### config.mk
export PLATFORM = sky130hd
export DESIGN_NAME = dfl_tx_flat
export DESIGN_NICKNAME = d
export VERILOG_FILES = /design/src/dfl_pkg.sv /design/src/dfl_link_if.sv /design/src/dfl_fifo.sv /design/src/dfl_tx.sv /design/src/flat_wrapper.sv
export SDC_FILE = /design/constraint.sdc
export NUM_CORES = 1
export LEC_CHECK = 0
export BUFFER_PORTS_ARGS = -buffer_cell sky130_fd_sc_hd__buf_2
export CORE_UTILIZATION = 45
export CTS_CLUSTER_SIZE = 8
export DETAILED_ROUTE_END_ITERATION = 10
export GPL_ROUTABILITY_DRIVEN = 0
export GPL_TIMING_DRIVEN = 0
export SLEW_MARGIN = 0
export SYNTH_ARGS = -nofsm -noshare
export SYNTH_HDL_FRONTEND = slang
export SYNTH_HIERARCHICAL = 1
export SYNTH_SLANG_ARGS = --single-unit
### constraint.sdc
create_clock -name clock -period 4.24 [get_ports clock]
set_input_delay 0.212 -clock clock [delete_from_list [all_inputs] [get_ports clock]]
set_output_delay 0.212 -clock clock [all_outputs]
set_load 0.005 [all_outputs]
### src/dfl_pkg.sv
package dfl_pkg;
  // ==========================================
  // Link geometry
  localparam int DFL_WORD_W = 16;
  localparam int DFL_LANE_W = 8;
  localparam int DFL_FIFO_DEPTH = 8;
  // ==========================================
  // Timing: system clock and link clock divider
  localparam int DFL_CLK_PERIOD_PS = 5000;
  localparam int DFL_HALF_DIV = 2;
  localparam int DFL_DIV_W = 2;
  // Lock wait after board reset release, in ns
  localparam int DFL_LOCK_NS = 100;
  localparam int DFL_LOCK_CYC = (DFL_LOCK_NS * 1000 + DFL_CLK_PERIOD_PS - 1) / DFL_CLK_PERIOD_PS;
  // Receive near-full threshold in free entries
  localparam int DFL_NEAR_FREE = 32;
  localparam int DFL_RX_DEPTH = 64;
endpackage : dfl_pkg

### src/dfl_link_if.sv
`timescale 1ns/1ps
interface dfl_link_if #(parameter int LANE_W = 8);
  logic link_forward_clock;
  logic [LANE_W-1:0] link_ddr_bus;
  logic parcel_valid_flag;
  logic receiver_near_full;
  logic far_side_reset_b;
  modport tx (output link_forward_clock, output link_ddr_bus, output parcel_valid_flag,
    output far_side_reset_b, input receiver_near_full);
  modport rx (input link_forward_clock, input link_ddr_bus, input parcel_valid_flag,
    input far_side_reset_b, output receiver_near_full);
endinterface : dfl_link_if

### src/dfl_fifo.sv
`timescale 1ns/1ps
module dfl_fifo
  import dfl_pkg::*;
#(
  parameter int WIDTH = 16,
  parameter int DEPTH = 8
) (
  input wire logic clock,
  input wire logic rst_b,
  input wire logic in_valid,
  output logic in_ready,
  input wire logic [WIDTH-1:0] in_data,
  output logic out_valid,
  input wire logic out_ready,
  output logic [WIDTH-1:0] out_data,
  output logic [$clog2(DEPTH):0] free_count
);
  localparam int AW = $clog2(DEPTH);
  logic [WIDTH-1:0] mem [DEPTH];
  logic [AW:0] wr_ptr;
  logic [AW:0] rd_ptr;
  wire [AW:0] used = wr_ptr - rd_ptr;
  wire push = in_valid && in_ready;
  wire pop = out_valid && out_ready;
  // ==========================================
  // Status; full stalls the filling side
  assign in_ready = (used != DEPTH[AW:0]);
  assign out_valid = (used != '0);
  assign out_data = mem[rd_ptr[AW-1:0]];
  assign free_count = DEPTH[AW:0] - used;
  // Pointer update
  always_ff @(posedge clock or negedge rst_b) begin
    if (!rst_b) begin
      wr_ptr <= '0;
      rd_ptr <= '0;
    end else begin
      if (push) wr_ptr <= wr_ptr + 1'b1;
      if (pop) rd_ptr <= rd_ptr + 1'b1;
    end
  end
  // Storage carries no reset
  always_ff @(posedge clock) begin
    if (push) mem[wr_ptr[AW-1:0]] <= in_data;
  end
endmodule : dfl_fifo

### src/dfl_tx.sv
`timescale 1ns/1ps
module dfl_tx
  import dfl_pkg::*;
#(
  parameter int WORD_W = DFL_WORD_W,
  parameter int DEPTH = DFL_FIFO_DEPTH
) (
  input wire logic clock,
  input wire logic board_reset_in_b,
  input wire logic lock_in,
  input wire logic loop_clock_in,
  input wire logic wr_valid,
  output logic wr_ready,
  input wire logic [WORD_W-1:0] wr_data,
  output logic tx_ready,
  output logic clock_aligned,
  dfl_link_if.tx link
);
  localparam int LW = WORD_W / 2;
  wire rst_b = board_reset_in_b;

  // ==========================================
  // Timing overview, in system clock cycles after a period start edge E
  //   E    link clock rises; word popped; low half registered
  //   E+1  low half and flag reach the pins, one cycle behind the clock
  //   E+2  link clock falls; high half registered; flag cleared
  //   E+3  high half reaches the pins; flag stays low through phase 1
  //   E+4  next period start
  // The one-cycle lag buys hold margin at the receiver; it adds a cycle of
  // latency but costs no throughput.

  // ==========================================
  // Lock tracking: internal lock counter and external lock both required
  // Lock comes from outside this domain, so two flops come first; the counter
  // adds a minimum wait even when lock is already high at reset release
  logic [$clog2(DFL_LOCK_CYC+1)-1:0] lock_cnt;
  logic lock_s1;
  logic lock_s2;
  wire locked = (lock_cnt == DFL_LOCK_CYC[$bits(lock_cnt)-1:0]) && lock_s2;
  always_ff @(posedge clock or negedge rst_b) begin
    if (!rst_b) begin
      lock_cnt <= '0;
      lock_s1 <= 1'b0;
      lock_s2 <= 1'b0;
    end else begin
      lock_s1 <= lock_in;
      lock_s2 <= lock_s1;
      if (!(lock_cnt == DFL_LOCK_CYC[$bits(lock_cnt)-1:0])) lock_cnt <= lock_cnt + 1'b1;
    end
  end

  // Far reset follows board reset and lock; registered to avoid glitches
  logic far_reset_b;
  always_ff @(posedge clock or negedge rst_b) begin
    if (!rst_b) far_reset_b <= 1'b0;
    else far_reset_b <= locked;
  end
  assign link.far_side_reset_b = far_reset_b;

  // ==========================================
  // Near-full synchroniser; first flop read only by second
  // Resets high so the link counts as not ready until told otherwise
  logic nf_s1;
  logic nf_s2;
  always_ff @(posedge clock or negedge rst_b) begin
    if (!rst_b) begin
      nf_s1 <= 1'b1;
      nf_s2 <= 1'b1;
    end else begin
      nf_s1 <= link.receiver_near_full;
      nf_s2 <= nf_s1;
    end
  end

  // Ready only once far end released and receiver drops near-full
  // Sticky until board reset; a later near-full only pauses sending
  logic started;
  always_ff @(posedge clock or negedge rst_b) begin
    if (!rst_b) started <= 1'b0;
    else if (far_reset_b && !nf_s2) started <= 1'b1;
  end
  assign tx_ready = started;

  // ==========================================
  // Loopback clock sampled; phase agreement shown as status
  // Both sides of the compare carry two flops of delay, so only skew on the
  // board path shows up as a disagreement
  logic lb_s1;
  logic lb_s2;
  always_ff @(posedge clock or negedge rst_b) begin
    if (!rst_b) begin
      lb_s1 <= 1'b0;
      lb_s2 <= 1'b0;
    end else begin
      lb_s1 <= loop_clock_in;
      lb_s2 <= lb_s1;
    end
  end

  // ==========================================
  // Transmit buffer
  // Writes while full are refused through wr_ready; the writer holds its word
  logic f_valid;
  logic f_pop;
  logic [WORD_W-1:0] f_data;
  dfl_fifo #(.WIDTH(WORD_W), .DEPTH(DEPTH)) u_buf (
    .clock(clock),
    .rst_b(rst_b),
    .in_valid(wr_valid),
    .in_ready(wr_ready),
    .in_data(wr_data),
    .out_valid(f_valid),
    .out_ready(f_pop),
    .out_data(f_data),
    .free_count()
  );

  // ==========================================
  // Divider: half period of DFL_HALF_DIV cycles, even duty
  // Phase resets to 1 so the first half_end opens a phase 0
  logic [DFL_DIV_W-1:0] div_cnt;
  logic phase;
  wire half_end = (div_cnt == DFL_DIV_W'(DFL_HALF_DIV - 1));
  wire period_start = half_end && phase; // Next half is phase 0
  always_ff @(posedge clock or negedge rst_b) begin
    if (!rst_b) begin
      div_cnt <= '0;
      phase <= 1'b1;
    end else if (half_end) begin
      div_cnt <= '0;
      phase <= ~phase;
    end else begin
      div_cnt <= div_cnt + 1'b1;
    end
  end
  // Clock high in phase 0, one flop ahead of data below
  logic fclk;
  always_ff @(posedge clock or negedge rst_b) begin
    if (!rst_b) fclk <= 1'b0;
    else if (half_end) fclk <= phase;
  end

  // ==========================================
  // Word fetch at period start; gated by flow control
  // Idle periods drive zeros so nothing stale leaves the chip
  wire send = period_start && started && f_valid && !nf_s2;
  assign f_pop = send;
  logic [LW-1:0] hi_half;
  logic [LW-1:0] bus_q;
  logic flag_q;
  logic fclk_d;
  // Half-period data registers; fclk_d keeps clock history for the loop compare
  always_ff @(posedge clock or negedge rst_b) begin
    if (!rst_b) begin
      fclk_d <= 1'b0;
      bus_q <= '0;
      flag_q <= 1'b0;
      hi_half <= '0;
    end else begin
      fclk_d <= fclk;
      if (period_start) begin
        hi_half <= send ? f_data[WORD_W-1:LW] : '0;
        bus_q <= send ? f_data[LW-1:0] : '0;
        flag_q <= send;
      end else if (half_end) begin
        bus_q <= hi_half;
        flag_q <= 1'b0;
      end
    end
  end
  // Data and flag reach the pins one cycle after the link clock edge
  logic [LW-1:0] bus_o;
  logic flag_o;
  logic fclk_d2;
  always_ff @(posedge clock or negedge rst_b) begin
    if (!rst_b) begin
      bus_o <= '0;
      flag_o <= 1'b0;
      fclk_d2 <= 1'b0;
    end else begin
      bus_o <= bus_q;
      flag_o <= flag_q;
      fclk_d2 <= fclk_d;
    end
  end
  // Loopback agrees when it matches the clock sent two cycles earlier
  assign clock_aligned = (lb_s2 == fclk_d2);
  // Link clock leaves straight from its flop, ahead of the data flops
  assign link.link_forward_clock = fclk;
  assign link.link_ddr_bus = bus_o;
  assign link.parcel_valid_flag = flag_o;
endmodule : dfl_tx

### src/flat_wrapper.sv
// flat-port wrapper written by rule: the top's interface ports become plain ports
module dfl_tx_flat import dfl_pkg::*;
#(
  parameter int WORD_W = DFL_WORD_W,
  parameter int DEPTH = DFL_FIFO_DEPTH
)
  (clock, board_reset_in_b, lock_in, loop_clock_in, wr_valid, wr_ready, wr_data, tx_ready, clock_aligned, link_link_forward_clock, link_link_ddr_bus, link_parcel_valid_flag, link_far_side_reset_b, link_receiver_near_full);
  dfl_link_if #(.LANE_W(DFL_LANE_W)) link_i ();
  input wire logic clock;
  input wire logic board_reset_in_b;
  input wire logic lock_in;
  input wire logic loop_clock_in;
  input wire logic wr_valid;
  output logic wr_ready;
  input wire logic [WORD_W-1:0] wr_data;
  output logic tx_ready;
  output logic clock_aligned;
  output wire logic [$bits(link_i.link_forward_clock)-1:0] link_link_forward_clock;
  output wire logic [$bits(link_i.link_ddr_bus)-1:0] link_link_ddr_bus;
  output wire logic [$bits(link_i.parcel_valid_flag)-1:0] link_parcel_valid_flag;
  output wire logic [$bits(link_i.far_side_reset_b)-1:0] link_far_side_reset_b;
  input wire logic [$bits(link_i.receiver_near_full)-1:0] link_receiver_near_full;
  assign link_link_forward_clock = link_i.link_forward_clock;
  assign link_link_ddr_bus = link_i.link_ddr_bus;
  assign link_parcel_valid_flag = link_i.parcel_valid_flag;
  assign link_far_side_reset_b = link_i.far_side_reset_b;
  assign link_i.receiver_near_full = link_receiver_near_full;
  dfl_tx #(.WORD_W(WORD_W), .DEPTH(DEPTH)) u_core (.clock(clock), .board_reset_in_b(board_reset_in_b), .lock_in(lock_in), .loop_clock_in(loop_clock_in), .wr_valid(wr_valid), .wr_ready(wr_ready), .wr_data(wr_data), .tx_ready(tx_ready), .clock_aligned(clock_aligned), .link(link_i));
endmodule
==> impl.org <==
** Run status
- The flow ran to the end, and the final reports show no timing, DRC or antenna violations.

** Floorplanning
- The die is between 100 and 150 um wide.
- Std-Cell Core Area :: between 0.015 and 0.02 mm^2
- Effective utilization at floorplan :: a little under half
- Die outline area :: 0.0161 mm^2
- The die is 127 um tall.
- Number of rows created at floorplan :: 45
- Ports placed on the boundary :: 36

** Critical path
- The setup path with the least slack is of type flip-flop to flip-flop.
- Along the worst path, the maximum fanout reaches 10.
- STA puts the critical path data required time at between 4 and 5 ns.
- Crit-path cells :: buf_2, buf_1, inv_1, fa_1, inv_1, ha_1, nand2_1, nor2_4, nor3b_2, buf_6
- The largest single stage delay on the critical path is 0.80 ns.
- Crit path capture type :: flip-flop
- Crit start category :: flip-flop
- Standard cell with the maximum stage delay on the critical path :: sky130_fd_sc_hd__nor3b_2
- The cell that appears most often on the critical path is sky130_fd_sc_hd__inv_1.
- Cell class contributing the biggest share of worst-path delay :: buffers and inverters
- Number of buffer and inverter stages on the critical path :: 5
- At the worst endpoint, the arrival time is just over 4 ns.

** Synth
- Count of warnings emitted by yosys :: 6
- The number of nets handed over by synthesis was 417.
- A synthesized cell averages between 15 and 20 um^2.
- Mapped cell area :: 0.00704 mm^2
- Synthesis handed over a netlist of 386 instances.

** Timing
- The worst path uses 93.1% of the clock period.
- Setup violations remaining at the end of the flow were counted as 0.
- The count of final max-slew check failures was 0.
- Sum of negative setup slack :: 0 ns
- Maximum clock skew at final layout :: 0.0148 ns
- The final count of hold timing violations was 0.
- At the pin with the least slew margin, the transition time is 1.14 ns.
- Period minus WS final :: 3.95 ns
- Relative slew slack :: 24.3%
- For this run, the top clock speed supported by timing is between 200 and 300 MHz.
- Setup repair after global routing left no endpoint under its margin.

** Power and ir drop
- Leakage Power :: 3.10 nW
- Net switching is 30.3% of the power.
- Cell-internal power :: slightly below 4 mW
- Reported net switching power :: 1.71 mW
- Cell area power density :: 684 mW/mm^2
- The share of total power dissipated in the clock network is ~29%.
- Of the total power, combinational logic draws 29.7%.
- After layout, the design draws a total of 5.66 mW.
- IR analysis of the VDD net gives a maximum drop of approximately 330 uV.
- Sequential group share of total power :: between 40% and 50%

** Clocking
- Cts hold-fix bufs :: 3
- The clock drives 181 sinks.
- In this run the post-CTS setup repair buffer count came out at 0.
- Number of resized instances in the post-cts repair step :: 0
- CTS placed an instance of sky130_fd_sc_hd__clkbuf_16 at the clock tree root.
- In this run the deepest clock path goes through 2 buffers.
- Worst-skew pair later-pin latency :: 0.43 ns
- TritonCTS built the clock tree.
- Total CTS buffers :: 17
- Clock Pin Slew Worst Setup and Hold Paths :: roughly 0.060 ns
- Htree depth :: 4

** Routing
- DRC violations left :: 0
- Post-route antenna net violation count :: 0
- For this block, the via count after detailed routing is between 3,000 and 4,000.
- After detailed routing, the number of vias per cell comes to 5.25.
- After the first detailed-routing iteration, the DRC count stood at 304.
- Summed over all layers, the routed wires come to 13,300 um.
- The first detailed-routing pass took 4 iterations.
- In the final routed layout, each cell accounts on average for about 20 um.

** Place
- The HPWL after detailed placement is 8910 um.
- In this run the tool buffered the top-level ports with 35 buffer cells.

** Layout
- Area growth, synth to finish :: 17.6%
- Fill cells in the final layout number 1,210.
- Layout cells sized above 1 :: 32.1%
- The number of antenna diodes in the final layout is 0.
- Fin util :: 54.2%
- Number of nets in the layout :: 487

** Worst hold path
- Worst hold path class :: input pin to asynchronous set/reset pin

** Global routing
- Global routing finished with a remaining overflow of 0.
- Entering global routing, the biggest net connects 54 pins.
- Vias in the first global route :: 3,586
- For this run, the total global-route usage over all layers was measured as between 15 and 20%.
- Number of antenna violations at the first check in global routing :: 1
- First-pass GRT wire length :: 20,700 um

** Run
- Max capacitance violation total :: 0
per-layer routing:
layer	track usage (%)	part of all wire, %	vias up
met5	0	0.097	-
met4	5.88	0.69	2
met3	5.11	3.8	9
met2	29.5	50	74
met1	23.9	45	1860
li1	-	-	1622
sequential cells by signal (all words and copies together) (netlist names), 2 cells and up:
signal,flops
u_core/bus_q,8
u_core/div_cnt,2
u_core/hi_half,8
u_core/link.link_ddr_bus,8
u_core/lock_cnt,5
u_core/u_buf/mem,128
u_core/u_buf/rd_ptr,4
u_core/u_buf/wr_ptr,4
cell usage in the layout, fill, tap and decap left out, drive strengths merged:
cell         count
a211oi           1
a21o             3
a21oi            4
a221o            8
a22o             8
and2             1
buf             59
bufinv           4
clkbuf          22
clkinv           8
dfrtp           50
dfstp            3
dlygate4sd3      3
edfxtp         128
fa               1
ha               8
inv             13
mux2             2
mux4            32
nand2           59
nand2b           2
nand3            3
nand3b           2
nand4            2
nand4b           1
nor2             3
nor2b            1
nor3             4
nor3b            9
nor4             4
o211ai           1
o21ai            3
o31ai            1
xnor2           13
xor2             2
through the flow:
step	setup WS [ns]	instance area, um^2	hold WS (ns)	cells
2_1_floorplan	0.252	7040	-0.0836	386
3_3_place_gp	-2.01	7480	0.319	632
3_5_place_dp	0.284	7640	0.322	645
4_1_cts	0.258	8270	0.0312	679
5_1_grt	0.0485	8270	0.0465	679
6_report	0.293	8270	0.0115	679
power groups by stage:
| stage | logic (mW) | clock network, mW | registers [mW] |
|---|---|---|---|
| floorplan | 1.16 | 0 | 2.37 |
| global placement | 1.60 | 0 | 2.40 |
| detailed placement | 1.71 | 0 | 2.40 |
| CTS | 1.71 | 1.66 | 2.36 |
| global route | 1.84 | 1.72 | 2.39 |
| finish | 1.68 | 1.62 | 2.36 |
area by class of cell:
type / instances / area [um^2] / area share [%]
plain buffers: 16 / 90.1 / 1.09
inverters: 11 / 41.3 / 0.499
clock buffers: 17 / 425 / 5.14
multi-input cells: 178 / 1780 / 21.5
clock inverters: 14 / 183 / 2.21
well taps: 211 / 264 / 3.19
flip-flops and latches: 181 / 5170 / 62.5
repair buffers: 51 / 322 / 3.89
worst paths after layout:
| check | startpoint | endpoint | slack [ns] | depth (start not counted) |
|---|---|---|---|---|
| max | u_core/u_buf/rd_ptr[1]$_DFFE_PN0P_ | u_core/u_buf/mem[6][11]$_DFFE_PP_ | 0.29 | 10 |
| min reg2reg | u_core/lb_s1$_DFF_PN0_ | u_core/lb_s2$_DFF_PN0_ | 0.35 | 0 |
| min | board_reset_in_b | u_core/u_buf/wr_ptr[1]$_DFFE_PN0P_ | 0.01 | 1 |
| max reg2reg | u_core/u_buf/rd_ptr[1]$_DFFE_PN0P_ | u_core/u_buf/mem[6][11]$_DFFE_PP_ | 0.29 | 10 |
| min in group clock | wr_data[7] | u_core/u_buf/mem[0][7]$_DFFE_PP_ | 0.05 | 1 |
| max in group asynchronous | board_reset_in_b | u_core/lb_s2$_DFF_PN0_ | 3.52 | 1 |
Power figures use the tool's default switching activity.
